**src/core/kpi_pkg.sv**
```systemverilog
// package: register map, field positions and carrier types for the keypad interrupt unit
package kpi_pkg;
    localparam int unsigned KPI_ADDR_W      = 4;
    localparam int unsigned KPI_DATA_W      = 32;
    localparam int unsigned KPI_PINS        = 8;
    // byte offsets on the bus
    localparam logic [3:0]  KPI_OFF_STSCTL  = 4'h0;
    localparam logic [3:0]  KPI_OFF_PINEN   = 4'h4;
    localparam logic [3:0]  KPI_OFF_STOP    = 4'h8;
    // status/control field positions
    localparam int unsigned KPI_POL_LSB     = 4;
    localparam int unsigned KPI_FLAG_BIT    = 3;
    localparam int unsigned KPI_ACK_BIT     = 2;
    localparam int unsigned KPI_IE_BIT      = 1;
    localparam int unsigned KPI_MODE_BIT    = 0;
    // reset values
    localparam logic [3:0]  KPI_POL_RST     = 4'h0;
    localparam logic [7:0]  KPI_PINEN_RST   = 8'h00;
    localparam logic [31:0] KPI_UNMAPPED    = 32'h0000_0000;

    typedef struct packed {
        logic                  read;
        logic                  write;
        logic [KPI_ADDR_W-1:0] address;
        logic [KPI_DATA_W-1:0] writedata;
    } kpi_bus_req_t;

    typedef struct packed {
        logic                  waitrequest;
        logic                  readdatavalid;
        logic [KPI_DATA_W-1:0] readdata;
    } kpi_bus_rsp_t;

    typedef enum logic [1:0] {
        KPI_BUS_IDLE = 2'b00,
        KPI_BUS_DONE = 2'b01
    } kpi_bus_state_t;
endpackage

```
**src/core/kpi_keypad_interrupt_unit.sv**
```systemverilog
// keypad interrupt unit: pin sync, edge/level detect, flag, avalon-mm registers
`timescale 1ns/1ns

// Contract
// (RL1) upper pins: polarity bit picks trigger sense
// (RL2) edge on enabled pin sets read-only flag
// (RL3) writing one to ack clears flag
// (RL4) level mode: asserted pin keeps flag set
// (RL5) ack bit always reads back zero
// (RL6) irq enable forwards flag to cpu
// (RL7) mode bit: edge-only or edge-and-level
// (RL8) lower pins sense only falling/low
// (RL9) pin enable connects pin, else ignored
// (RL10) software clears flag before stop mode
// (RL11) edge is one sample then opposite next
// (RL12) edge counts only from deasserted state
// (RL13) stop mode: async level wakeup sources; the code takes them through the synchroniser and a flop on mclk_in
// (RL14) reset clears all controls and flag
// (RL15) irq equals flag and enable, level
module kpi_keypad_interrupt_unit #(
    parameter int unsigned PINS = kpi_pkg::KPI_PINS
) (
    // clock and reset
    input  wire logic                      mclk_in,
    input  wire logic                      rst_n_in,
    // avalon-mm slave
    input  wire kpi_pkg::kpi_bus_req_t     bus_req_in,
    output      kpi_pkg::kpi_bus_rsp_t     bus_rsp_out,
    // keypad pins
    input  wire logic [PINS-1:0]           key_pin_in,
    // cpu interrupt and stop wakeup
    output      logic                      key_irq_out,
    output      logic                      stop_wakeup_out
);
    import kpi_pkg::*;

    // two-stage synchroniser, then one more stage for edge history
    logic [PINS-1:0] sync1_q, sync1_d;
    logic [PINS-1:0] sync2_q, sync2_d;
    logic [PINS-1:0] prev_q, prev_d;

    always_comb begin
        sync1_d = key_pin_in;
        sync2_d = sync1_q;
        prev_d  = sync2_q;
    end

    always_ff @(posedge mclk_in) begin
        if (!rst_n_in) begin
            sync1_q <= '1;
            sync2_q <= '1;
            prev_q  <= '1;
        end else begin
            sync1_q <= sync1_d;
            sync2_q <= sync2_d;
            prev_q  <= prev_d;
        end
    end

    // control state
    logic [3:0]      polarity_q, polarity_d;
    logic            key_irq_enable_q, key_irq_enable_d;
    logic            detect_mode_q, detect_mode_d;
    logic [PINS-1:0] key_pin_enable_q, key_pin_enable_d;
    logic            stop_mode_q, stop_mode_d;
    logic            key_event_flag_q, key_event_flag_d;
    logic            key_irq_q, key_irq_d;
    logic            wakeup_q, wakeup_d;

    // bus state
    kpi_bus_state_t  bus_state_q, bus_state_d;
    logic [31:0]     rdata_q, rdata_d;
    logic            waitreq_q, waitreq_d;
    logic            rd_stsctl_q, rd_stsctl_d;

    // per-pin sense: inverted pins are active-high
    logic [PINS-1:0] invert;
    logic [PINS-1:0] now_asserted;
    logic [PINS-1:0] was_asserted;
    logic            edge_seen;
    logic            level_seen;

    always_comb begin
        invert = '0;
        // (RL1) upper pins polarity select
        invert[PINS-1:KPI_POL_LSB] = polarity_q;
        // (RL8) lower pins stay falling/low
        invert[KPI_POL_LSB-1:0] = '0;
        // (RL9) disabled pins are masked out
        now_asserted   = (sync2_q ^ ~invert) & key_pin_enable_q;
        was_asserted   = (prev_q  ^ ~invert) & key_pin_enable_q;
        // (RL11) deasserted sample then asserted sample
        // (RL12) only when every enabled pin was deasserted
        edge_seen  = (|(now_asserted & ~was_asserted)) && (was_asserted == '0);
        // (RL7) level term only in edge-and-level mode
        level_seen = detect_mode_q && (|now_asserted);
    end

    // bus decode
    logic is_wr;
    logic is_rd;
    logic ack_write;

    always_comb begin
        is_wr     = bus_req_in.write && (bus_state_q == KPI_BUS_IDLE);
        is_rd     = bus_req_in.read && !bus_req_in.write && (bus_state_q == KPI_BUS_IDLE);
        ack_write = is_wr && (bus_req_in.address == KPI_OFF_STSCTL)
                    && bus_req_in.writedata[KPI_ACK_BIT];
    end

    always_comb begin
        polarity_d       = polarity_q;
        key_irq_enable_d = key_irq_enable_q;
        detect_mode_d    = detect_mode_q;
        key_pin_enable_d = key_pin_enable_q;
        stop_mode_d      = stop_mode_q;
        bus_state_d      = KPI_BUS_IDLE;
        rdata_d          = rdata_q;
        waitreq_d        = 1'b1;
        rd_stsctl_d      = 1'b0;
        if (is_wr || is_rd) begin
            bus_state_d = KPI_BUS_DONE;
            waitreq_d   = 1'b0;
        end
        if (is_wr) begin
            if (bus_req_in.address == KPI_OFF_STSCTL) begin
                polarity_d       = bus_req_in.writedata[KPI_POL_LSB +: 4];
                key_irq_enable_d = bus_req_in.writedata[KPI_IE_BIT];
                detect_mode_d    = bus_req_in.writedata[KPI_MODE_BIT];
            end else if (bus_req_in.address == KPI_OFF_PINEN) begin
                key_pin_enable_d = bus_req_in.writedata[PINS-1:0];
            end else if (bus_req_in.address == KPI_OFF_STOP) begin
                stop_mode_d = bus_req_in.writedata[0];
            end
        end
        if (is_rd) begin
            if (bus_req_in.address == KPI_OFF_STSCTL) begin
                rd_stsctl_d = 1'b1;
                // (RL5) ack position reads zero
                rdata_d = {24'h00_0000, polarity_q, key_event_flag_q, 1'b0,
                           key_irq_enable_q, detect_mode_q};
            end else if (bus_req_in.address == KPI_OFF_PINEN) begin
                rdata_d = {{(32-PINS){1'b0}}, key_pin_enable_q};
            end else if (bus_req_in.address == KPI_OFF_STOP) begin
                rdata_d = {31'h0000_0000, stop_mode_q};
            end else begin
                rdata_d = KPI_UNMAPPED;
            end
        end
    end

    always_comb begin
        key_event_flag_d = key_event_flag_q;
        // (RL3) write-one acknowledge clears
        if (ack_write) begin
            key_event_flag_d = 1'b0;
        end
        // (RL2) set wins over clear
        // (RL4) level keeps re-setting
        if (!stop_mode_q && (edge_seen || level_seen)) begin
            key_event_flag_d = 1'b1;
        end
        // (RL15) level irq from flag and enable
        // (RL6) enable gates cpu request
        key_irq_d = key_event_flag_d && key_irq_enable_d;
        // (RL13) stop mode: level only, no edge history
        // pins still pass the synchroniser; raw pins would risk metastability
        wakeup_d  = stop_mode_q && (|now_asserted);
    end

    always_ff @(posedge mclk_in) begin
        // (RL14) reset clears controls and flag
        if (!rst_n_in) begin
            polarity_q       <= KPI_POL_RST;
            key_irq_enable_q <= 1'b0;
            detect_mode_q    <= 1'b0;
            key_pin_enable_q <= KPI_PINEN_RST;
            stop_mode_q      <= 1'b0;
            key_event_flag_q <= 1'b0;
            key_irq_q        <= 1'b0;
            wakeup_q         <= 1'b0;
            bus_state_q      <= KPI_BUS_IDLE;
            rdata_q          <= KPI_UNMAPPED;
            waitreq_q        <= 1'b1;
            rd_stsctl_q      <= 1'b0;
        end else begin
            polarity_q       <= polarity_d;
            key_irq_enable_q <= key_irq_enable_d;
            detect_mode_q    <= detect_mode_d;
            key_pin_enable_q <= key_pin_enable_d;
            stop_mode_q      <= stop_mode_d;
            key_event_flag_q <= key_event_flag_d;
            key_irq_q        <= key_irq_d;
            wakeup_q         <= wakeup_d;
            bus_state_q      <= bus_state_d;
            rdata_q          <= rdata_d;
            waitreq_q        <= waitreq_d;
            rd_stsctl_q      <= rd_stsctl_d;
        end
    end

    // waitrequest from its own flop: low only in the answer cycle, two edges per access
    always_comb begin
        bus_rsp_out.waitrequest   = waitreq_q;
        bus_rsp_out.readdatavalid = 1'b0;
        bus_rsp_out.readdata      = rdata_q;
    end
    assign key_irq_out     = key_irq_q;
    assign stop_wakeup_out = wakeup_q;
endmodule // kpi_keypad_interrupt_unit

```
**config.mk**
```make
export PLATFORM = sky130hd
export DESIGN_NAME = kpi_keypad_interrupt_unit
export DESIGN_NICKNAME = d
export VERILOG_FILES = /design/src/core/kpi_pkg.sv /design/src/core/kpi_keypad_interrupt_unit.sv
export SDC_FILE = /design/constraint.sdc
export NUM_CORES = 1
export LEC_CHECK = 0
export BUFFER_PORTS_ARGS = -buffer_cell sky130_fd_sc_hd__buf_2
export CORE_MARGIN = 4
export CORE_UTILIZATION = 53
export DETAILED_ROUTE_END_ITERATION = 8
export PLACE_DENSITY = 0.95
export SETUP_SLACK_MARGIN = 0.1
export SYNTH_ARGS = -nofsm -noshare
export SYNTH_HDL_FRONTEND = slang
export SYNTH_SLANG_ARGS = --single-unit
```
**constraint.sdc**
```tcl
create_clock -name mclk_in -period 3.9 [get_ports mclk_in]
set_input_delay 0.39 -clock mclk_in [delete_from_list [all_inputs] [get_ports mclk_in]]
set_output_delay 0.39 -clock mclk_in [all_outputs]
set_load 0.1 [all_outputs]
```
==> metrics.md, run 1 <==
| Metric | Value |
|---|---|
| Rel. slew slack | `0.240` |
| Largest net degree at the start of global routing | `51` |
| Post-route setup TNS | `0 ps` |
| Cell family with most CP delay | `simple AND/OR/NAND/NOR gates` |
| Worst hold slack | `258 ps` |
| GPL Wtd Cong | `0.886` |
| Number of global-route vias before repair | `1521` |
| Post-synth EDFFs | `0` |
| Final Cycle Share | `0.526` |
| RSZ-0062 raised after global routing | `false` |
| Status | `completed` |
| 1st-iter DRT viols | `102` |
| WP data required | `4080 ps` |
| Final Non-Filler Cells | `325` |
| Final wirelength | `4330 um` |
| CP Cell Sequence | `or4b_4 > nor2_2 > a31oi_1 > nor3_1 > a21boi_0` |
| Share of layout cells above drive strength 1 | `0.175` |
| Core Area | `4090 um^2` |
| H-tree depth | `2` |
| Initial antenna violation count | `0` |
| Clk sinks | `52` |
| Ant. Diodes | `0` |
| CP max-delay cell | `or4b_4` |
| Post-synthesis sequential area ratio | `0.453` |
| Critical path arrival | `2230 ps` |
| FFs w/ async S/R, synth | `0` |
| Final HPWL DP | `3130 um` |
| Via/cell ratio | `5.15` |
| Total global-route track usage | `0.167` |
| Post-synthesis adder-cell area fraction | `0` |
| Die Ht | `73.9 um` |
| Starting density of the core | `0.562` |
| Total Power | `1.03 mW` |
| Setup crit end kind | `register` |
| Slew @ Worst Pin | `1130 ps` |
| Area Overhead vs Synth | `8.00%` |
| Simple logic cell fraction of the synthesized area | `0.227` |
| Post-synth top area share | `0.453` |
| WP buf/inv | `0` |
| IO Pins | `84` |
| Number of max-cap violations | `0` |
| Synth Area in Compound Gates | `0.113` |
| Routed vias | `1675` |
| Syn Area/Cell | `9.42 um^2` |
| Area of the die | `5450 um^2` |
| Cts repair resizes | `0` |
| VDD IR max | `0.315 mV` |
| Longest Clk Path Bufs | `2` |
| Yosys cell types | `40` |
| Width of the chip | `73.9 um` |
| Row count | `23` |
| Clock buffer count from CTS | `5` |
| Synth Instances | `244` |
| Tmin final | `2050 ps` |
| Clk root buf | `clkbuf_8` |
| Leading area contributor after synthesis | `dfxtp_1` |
| Clk pin slew, worst setup/hold paths | `90 ps` |
| Setup crit start kind | `register` |
| Post-CTS setup buffers | `0` |
| Largest family of logic cells by synthesized area | `simple AND/OR/NAND/NOR gates` |
| Post-synth top cells | `dfxtp_1 (52), nand2b_1 (28), buf_4 (26)` |
| Xor/xnor share of the synthesized area | `0.0267` |
| CP max FO | `10` |
| Net count, final | `322` |
| Main flop type after synthesis | `dfxtp_1` |
| Multiplexer share of the synthesized area | `0.0631` |
| Mapped Area | `2300 um^2` |
| Cell count after placement | `317` |
| Synth Warn # | `0` |
| HP Class | `input port to register` |
| Final ANT Viol Nets | `0` |
| Final hold viol count | `0` |
| Synth Register Bits | `52` |
| GRT overflow | `0` |
| Leak | `1.02 nW` |
| Worst Skew | `6.00 ps` |
| Achievable Freq | `488 MHz` |
| Critical path type | `register to register` |
| Clock tree from TritonCTS | `built` |
| Worst-Skew Late Latency | `310 ps` |
| P per Cell Area | `416 nW/um^2` |
| Fin util | `0.607` |
| Hold buffers post-CTS | `0` |
| Drt wl/cell | `13.3 um` |
| DRC viols | `0` |
| Final Setup Violations | `0` |
| Slew Viols, Final | `0` |
| First-pass detailed-route iteration total | `4` |
| I/O Buffers | `34` |
| Main area contributors after synthesis | `dfxtp_1 (45%), buf_4 (8.5%), nand2b_1 (7.6%)` |
| Most frequent cell after synthesis | `dfxtp_1` |
| Max stage delay on crit path | `550 ps` |
| First-pass GRT wire length | `6890 um` |
-- path summary, 6_finish.rpt --
kind                             start                           to  slack [ps]  cells after the start
min                      key_pin_in[0]        sync1_q[0]$_SDFF_PN1_         260                      2
max          bus_state_q[0]$_SDFF_PN0_  key_event_flag_q$_SDFF_PN0_        1850                      5
max reg2reg  bus_state_q[0]$_SDFF_PN0_  key_event_flag_q$_SDFF_PN0_        1850                      5
min reg2reg      sync1_q[2]$_SDFF_PN1_         prev_d[2]$_SDFF_PN1_         410                      1
-- worst register-to-register path: cells and delay by family, from the launching register on --
| kind | cells | cell delay, ps |
|---|---|---|
| and+or+nand+nor | 3 | 1250 |
| DFF | 1 | 330 |
| AOI/OAI and AO/OA | 2 | 330 |
-- layer usage --
metal  vias to the layer above  global-route usage  part of all wire  wire length (um)
li1                        831                   -                 -                 -
met4                         0               0.103             0.027               118
met1                       769               0.210              0.41              1760
met2                        63               0.258              0.49              2130
met3                        12              0.0397             0.073               318
met5                         -                   0                 0                 0
-- power by group --
group	internal [mW]	total, mW	switching [mW]
Clock	0.144	0.317	0.173
Sequential	0.544	0.551	0.00734
Combinational	0.0264	0.165	0.138
Total	0.714	1.03	0.319
-- logic make-up after synthesis --
family,Yosys count
simple gates,91
flops,52
buf+inv,43
compound gates,36
mux,14
xor+xnor,7
other cells,1
-- cell type report --
cell class | count | area (um^2)
clock buffers | 6 | 82.6
clock inverters | 2 | 15.0
fillers | 357 | 1600
inverters | 8 | 30.0
multi-input cells | 173 | 1080
flip-flops and latches | 52 | 1040
well taps | 50 | 62.6
repair buffers | 34 | 170
-- metrics by stage --
| step | worst slack [ps] | area [um^2] |
|---|---|---|
| final | 1850 | 2480 |
| after global routing | 1700 | 2480 |
| after CTS | 1840 | 2480 |
| after detailed placement | 1770 | 2380 |
| after global placement | 1780 | 2380 |
| after floorplan | 2100 | 2390 |
-- state kept, by name (all words and copies together), names as in the netlist --
| signal | cells |
|---|---|
| bus_state_q | 1 |
| detect_mode_q | 1 |
| key_event_flag_q | 1 |
| key_irq_enable_q | 1 |
| key_irq_out | 1 |
| key_pin_enable_q | 8 |
| polarity_q | 4 |
| prev_d | 8 |
| prev_q | 8 |
| rdata_q | 8 |
| stop_mode_q | 1 |
| stop_wakeup_out | 1 |
| sync1_q | 8 |
| waitreq_q | 1 |
-- cell usage in the layout, fill, tap and decap left out, types with 6 or more instances in the layout --
cell	synthesis	layout
mux2i_1	10	10
nor2b_1	17	17
conb_1	1	25
clkbuf_8	0	6
nand2b_1	28	28
nand3_1	8	8
a22oi_1	7	7
a21boi_0	9	9
dfxtp_1	52	52
buf_2	0	34
nand2_1	19	19
inv_1	8	8
xnor2_1	7	7
Note: power is estimated with default switching activity, not from simulation.
==> inputs of run 2 (changes only) <==
--- a/config.mk
+++ b/config.mk
@@ -7,9 +7,9 @@
 export LEC_CHECK = 0
 export BUFFER_PORTS_ARGS = -buffer_cell sky130_fd_sc_hd__buf_2
 export CORE_MARGIN = 4
-export CORE_UTILIZATION = 53
+export CORE_UTILIZATION = 49
 export DETAILED_ROUTE_END_ITERATION = 8
-export PLACE_DENSITY = 0.95
+export PLACE_DENSITY = 0.89
 export SETUP_SLACK_MARGIN = 0.1
 export SYNTH_ARGS = -nofsm -noshare
 export SYNTH_HDL_FRONTEND = slang
==> constraint.sdc (replaced) <==
create_clock -name mclk_in -period 1.9 [get_ports mclk_in]
set_input_delay 0.19 -clock mclk_in [delete_from_list [all_inputs] [get_ports mclk_in]]
set_output_delay 0.19 -clock mclk_in [all_outputs]
set_load 0.1 [all_outputs]
==> run 2 against run 1 <==
Against the previous run:
- critical path depth did not move
- clock power rose by 98%
- core utilization fell by 3.3 points
- clock-buffer cell count did not move
- first-iteration DRC count rose by 0.98%
- flip-flop and latch count did not move
- sequential power rose by 110%
- hold slack got worse by 200 ps
- die area rose by 7.3%
- critical path type unchanged
- critical endpoint unchanged
- highest routed layer unchanged
==> metrics.md, run 2 (same netlist as run 1, synthesis figures left out) <==
| Metric | Value |
|---|---|
| GPL Wtd Cong | `0.850 (-4.0%)` |
| Final Cycle Share | `0.934 (+0.408)` |
| Worst Skew | `2.38 ps (-3.62 ps)` |
| First-pass detailed-route iteration total | `4 (unchanged)` |
| Share of layout cells above drive strength 1 | `0.206 (+0.0319)` |
| Clk sinks | `52 (unchanged)` |
| Critical path type | `register to register` |
| Total global-route track usage | `0.145 (-0.0222)` |
| IO Pins | `84 (unchanged)` |
| Post-CTS setup buffers | `0 (unchanged)` |
| Status | `completed` |
| Net count, final | `328 (+1.9%)` |
| Core Area | `4440 um^2 (+8.8%)` |
| 1st-iter DRT viols | `103 (+0.98%)` |
| Sw Pwr | `0.637 mW (+100%)` |
| Width of the chip | `76.5 um (+3.6%)` |
| P per Cell Area | `825 nW/um^2 (+98%)` |
| Fin util | `0.574 (-0.0331)` |
| Setup crit start kind | `register` |
| CP max FO | `4 (-6)` |
| H-tree depth | `2 (unchanged)` |
| Sw Ratio | `0.302 (-0.00654)` |
| Reg power frac | `0.538 (+0.005)` |
| Top sig layer | `met4` |
| Worst-Skew Late Latency | `300 ps (about the same)` |
| VDD IR max | `0.520 mV (+65%)` |
| Final HPWL DP | `3140 um (+0.26%)` |
| R2R setup slack | `130 ps (-1720 ps)` |
| Number of max-cap violations | `0 (unchanged)` |
| Clock tree from TritonCTS | `built` |
| Power share of the clock group | `0.298 (-0.009)` |
| Total Power | `2.11 mW (+100%)` |
| Most frequent cells in the layout | `dfxtp_1 (51), buf_2 (34), nand2b_1 (28)` |
| Die Ht | `76.5 um (+3.6%)` |
| Achievable Freq | `563 MHz (+16%)` |
| Area Overhead vs Synth | `11.1%` |
| WP data required | `2070 ps (-2010 ps)` |
| Critical path arrival | `1950 ps (-280 ps)` |
| DRC viols | `0 (unchanged)` |
| Initial antenna violation count | `0 (unchanged)` |
| Int Power | `1.47 mW (+110%)` |
| Final Setup Violations | `0 (unchanged)` |
| Clock buffer count from CTS | `5 (unchanged)` |
| GRT overflow | `0 (unchanged)` |
| Drt wl/cell | `12.6 um (-5.1%)` |
| Final wirelength | `4210 um (-2.8%)` |
| Clk root buf | `clkbuf_8` |
| Rel. slew slack | `0.610 (+0.370)` |
| Post-route setup TNS | `0 ps (unchanged)` |
| Ant. Diodes | `0 (unchanged)` |
| Area of the die | `5850 um^2 (+7.3%)` |
| Starting density of the core | `0.517 (-0.0453)` |
| Largest net degree at the start of global routing | `27 (-47%)` |
| Most common cell after layout, fill and taps aside | `dfxtp_1` |
| Slew Viols, Final | `0 (unchanged)` |
| Via/cell ratio | `4.99 (-3.1%)` |
| Met2 WL post-DR | `2030 um (-5.1%)` |
| Tmin final | `1770 ps (-276 ps)` |
| Met3 WL | `261 um (-18%)` |
| Leak | `1.06 nW (+4.4%)` |
| Final ANT Viol Nets | `0 (unchanged)` |
| RSZ-0062 raised after global routing | `true` |
| Slew @ Worst Pin | `580 ps (-550 ps)` |
| Setup crit end kind | `register` |
| Longest Clk Path Bufs | `2 (unchanged)` |
| Number of global-route vias before repair | `1543 (+1.4%)` |
| # fillers | `395 (+11%)` |
| HP Class | `input port to register` |
| M1 wire length | `1840 um (+4.8%)` |
| Routed vias | `1663 (-0.72%)` |
| I/O Buffers | `34 (unchanged)` |
| Clk pin slew, worst setup/hold paths | `90 ps (about the same)` |
| Logic pwr share | `0.164 (+0.004)` |
| Row count | `24 (+4.3%)` |
| First-pass GRT wire length | `6930 um (+0.49%)` |
| Final hold viol count | `0 (unchanged)` |
run 2: cell types whose count changed in the layout (fill, tap and decap cells not counted), sizes merged:
cell	delta
clkinv	+2
clkinvlp	-2
buf	+6
run 2: critical path: stages, from the launching register on:
cell,delay (ps)
dfxtp_2,330
or4b_4,550
nor2_2,180
a31oi_1,160
nor3_2,280
a21boi_0,150
run 2: timing repair:
action,4_1_cts,5_1_grt
endpoints found under the setup margin,0,6
hold buffers,0,0
resized for setup,0,4
hold endpoints to repair,0,0
run 2: path summary, 6_finish.rpt:
check	start	to	cells after the start
setup / recovery	bus_state_q[0]$_SDFF_PN0_	key_event_flag_q$_SDFF_PN0_	5
hold / removal	key_pin_in[5]	sync1_q[5]$_SDFF_PN1_	2
setup reg to reg	bus_state_q[0]$_SDFF_PN0_	key_event_flag_q$_SDFF_PN0_	5
hold reg to reg	sync1_q[1]$_SDFF_PN1_	prev_d[1]$_SDFF_PN1_	1
run 2: cell type report:
| type | count | area (um^2) | area share |
|---|---|---|---|
| clock buffer | 6 | 82.6 | 0.0324 |
| clock inverter | 2 | 10.0 | 0.00392 |
| tap | 52 | 65.1 | 0.0255 |
| sequential | 52 | 1040 | 0.408 |
| multi-input combinational | 173 | 1090 | 0.429 |
| timing repair buffer | 40 | 228 | 0.0892 |
| inverter | 8 | 30.0 | 0.0118 |
run 2: metrics by stage:
stage / cells / hold WS (ps) / worst slack (ps) / cell area (um^2)
final: 333 / 63.0 / 125 / 2550
after global routing: 333 / 53.9 / 90.5 / 2550
after CTS: 333 / 52.5 / 103 / 2540
after detailed placement: 325 / 375 / 136 / 2440
after global placement: 325 / 371 / 138 / 2440
after floorplan: 268 / 291 / 166 / 2390
run 2: power by group through the flow:
| stage | Clock (mW) | Combinational, mW | Sequential (mW) |
|---|---|---|---|
| finish | 0.628 | 0.346 | 1.13 |
| global route | 0.692 | 0.360 | 1.14 |
| CTS | 0.652 | 0.344 | 1.13 |
| detailed placement | 0 | 0.344 | 1.16 |
| global placement | 0 | 0.341 | 1.16 |
| floorplan | 0 | 0.337 | 1.15 |
run 2: per-layer routing:
layer,vias to the layer above,GRT usage
li1,843,-
met4,0,0.0543
met5,-,0
met1,761,0.174
met3,9,0.0437
met2,50,0.244
==> inputs of run 3 (changes only) <==
--- a/config.mk
+++ b/config.mk
@@ -6,8 +6,11 @@
 export NUM_CORES = 1
 export LEC_CHECK = 0
 export BUFFER_PORTS_ARGS = -buffer_cell sky130_fd_sc_hd__buf_2
+export CAP_MARGIN = 20
+export CELL_PAD_IN_SITES_DETAIL_PLACEMENT = 1
+export CELL_PAD_IN_SITES_GLOBAL_PLACEMENT = 1
 export CORE_MARGIN = 4
-export CORE_UTILIZATION = 49
+export CORE_UTILIZATION = 36
 export DETAILED_ROUTE_END_ITERATION = 8
 export PLACE_DENSITY = 0.89
 export SETUP_SLACK_MARGIN = 0.1
==> run 3 against run 2 <==
Against the previous run:
- critical path depth did not move
- critical endpoint is now key_irq_out$_SDFF_PN0_
- maximum frequency increased by 2.5%
- critical path type unchanged
- combinational power up 1%
- via count grew 3.3%
- largest cell class unchanged
==> metrics.md, run 3 (same netlist as run 1, synthesis figures left out) <==
| Metric | Value |
|---|---|
| Status | `completed` |
| I/O Buffers | `34 (unchanged)` |
| Area after DPL | `2470 um^2 (+0.97%)` |
| GPL Wtd Cong | `0.758 (-11%)` |
| WP data required | `2140 ps (+70 ps)` |
| Critical path type | `register to register` |
| Die Ht | `87.9 um (+15%)` |
| Final Setup Violations | `0 (unchanged)` |
| Total Power | `2.10 mW (-0.32%)` |
| Max stage delay on crit path | `530 ps (-20 ps)` |
| RSZ-0062 raised after global routing | `false` |
| Most frequent cells in the layout | `dfxtp_1 (51), buf_2 (34), nand2b_1 (28)` |
| Slew Viols, Final | `0 (unchanged)` |
| Power share of the clock group | `0.293 (-0.005)` |
| Setup crit end kind | `register` |
| GRT overflow | `0 (unchanged)` |
| Via/cell ratio | `4.81 (-3.6%)` |
| First-pass detailed-route iteration total | `5 (+1)` |
| First-pass GRT wire length | `8230 um (+19%)` |
| P per Cell Area | `816 nW/um^2 (-1.1%)` |
| Met2 usage | `0.233 (-0.0114)` |
| Tmin final | `1730 ps (-43.5 ps)` |
| Share of layout cells above drive strength 1 | `0.202 (-0.00428)` |
| Clock buffer count from CTS | `5 (unchanged)` |
| Clk root buf | `clkbuf_8` |
| # fillers | `701 (+77%)` |
| Logic pwr share | `0.167 (+0.003)` |
| Row count | `28 (+17%)` |
| Grt peak-use layer | `met2` |
| Post-route setup TNS | `0 ps (unchanged)` |
| Reg area | `1040 um^2 (unchanged)` |
| Clk sinks | `52 (unchanged)` |
| Cell count after placement | `349 (+7.4%)` |
| Achievable Freq | `578 MHz (+2.5%)` |
| Area of the multi-input gates | `1100 um^2 (+0.34%)` |
| Number of global-route vias before repair | `1697 (+10%)` |
| Routed vias | `1718 (+3.3%)` |
| Post-Place Setup Slack | `125 ps (-11.0 ps)` |
| Net count, final | `329 (+0.30%)` |
| Clock tree from TritonCTS | `built` |
| Post-CTS setup buffers | `0 (unchanged)` |
| Cell family with most CP delay | `simple AND/OR/NAND/NOR gates` |
| Drt wl/cell | `14.6 um (+16%)` |
| Setup crit start kind | `register` |
| Routing usage on met1 | `0.173 (-0.00139)` |
| 1st-iter DRT viols | `96 (-6.8%)` |
| VDD IR max | `0.560 mV (+7.7%)` |
| Largest net degree at the start of global routing | `27 (unchanged)` |
| IO Pins | `84 (unchanged)` |
| Worst Skew | `7.84 ps (+5.47 ps)` |
| Sw Pwr | `0.658 mW (+3.4%)` |
| Leak | `1.06 nW (-0.65%)` |
| CP Cell Sequence | `or4b_4 > or3_4 > mux2i_1 > nor2b_1 > a21boi_1` |
| Final hold viol count | `0 (unchanged)` |
| Sw Ratio | `0.314 (+0.0112)` |
| Total global-route track usage | `0.138 (-0.00768)` |
| Core Area | `6060 um^2 (+36%)` |
| Final ANT Viol Nets | `0 (unchanged)` |
| Grt met3 use | `0.0301 (-0.0136)` |
| Final Non-Filler Cells | `357 (+7.2%)` |
| Most common cell after layout, fill and taps aside | `dfxtp_1` |
| H-tree depth | `2 (unchanged)` |
| Reg power frac | `0.540 (+0.002)` |
| Area of the die | `7730 um^2 (+32%)` |
| Number of max-cap violations | `0 (unchanged)` |
| R2R setup slack | `170 ps (+40 ps)` |
| Final wirelength | `5230 um (+24%)` |
| WP buf/inv | `0 (unchanged)` |
| DRC viols | `0 (unchanged)` |
| Width of the chip | `87.9 um (+15%)` |
| HP Class | `input port to register` |
| Starting density of the core | `0.379 (-0.138)` |
| Final Cycle Share | `0.911 (-0.0229)` |
| Initial antenna violation count | `0 (unchanged)` |
| CP max FO | `3 (-1)` |
| Critical path arrival | `1970 ps (+20 ps)` |
| Area Overhead vs Synth | `11.9%` |
| Int Power | `1.44 mW (-1.9%)` |
| Worst setup margin | `169 ps (+43.5 ps)` |
| Ant. Diodes | `0 (unchanged)` |
| CP max-delay cell | `or4b_4` |
| Final Cell Area | `2570 um^2 (+0.78%)` |
| Longest Clk Path Bufs | `2 (unchanged)` |
| Worst-Skew Late Latency | `300 ps (about the same)` |
| Clk pin slew, worst setup/hold paths | `90 ps (about the same)` |
| Final HPWL DP | `3860 um (+23%)` |
## run 3: routing by layer
metal,share of wire,vias up,routed length [um]
li1,-,845,-
met5,0,-,0
met3,0.042,7,220
met4,0.016,0,84
met2,0.50,37,2630
met1,0.44,829,2300
## run 3: worst reg2reg max path, cell delays in order, from the launching register on
cell and delay, ps:
dfxtp_2 340, or4b_4 530, or3_4 360, mux2i_1 120
nor2b_1 130, a21boi_1 190
## run 3: stage by stage
stage | hold WS [ps] | util
floorplan | 291 | -
global placement | 373 | 0.407
detailed placement | 375 | 0.407
CTS | 52.6 | 0.423
global route | 53.1 | 0.424
finish | 59.9 | 0.424
## run 3: power groups by stage
stage | clock network [mW] | logic (mW) | registers, mW
6_report | 0.616 | 0.351 | 1.13
5_1_grt | 0.672 | 0.369 | 1.14
4_1_cts | 0.638 | 0.349 | 1.13
3_5_place_dp | 0 | 0.347 | 1.16
3_3_place_gp | 0 | 0.342 | 1.16
2_1_floorplan | 0 | 0.337 | 1.15
## run 3: path summary, 6_finish.rpt
path | startpoint | endpoint | cells past startpoint
hold reg to reg | sync1_q[1]$_SDFF_PN1_ | prev_d[1]$_SDFF_PN1_ | 1
hold / removal | key_pin_in[2] | sync1_q[2]$_SDFF_PN1_ | 2
setup reg to reg | bus_state_q[0]$_SDFF_PN0_ | key_irq_out$_SDFF_PN0_ | 5
setup / recovery | bus_state_q[0]$_SDFF_PN0_ | key_irq_out$_SDFF_PN0_ | 5
## run 3: layout make-up
cell class	instances	area share
Tap cell	75	0.0365
Timing Repair Buffer	41	0.0866
Clock buffer	7	0.0297
Sequential cell	52	0.405
Clock inverter	1	0.00340
Inverter	8	0.0117
Multi-Input combinational cell	173	0.427
## run 3: repair_timing
item,in CTS,in global routing
pin swaps,0,1
setup endpoints to repair,3,14
resized for setup,2,3
hold buffers,0,0
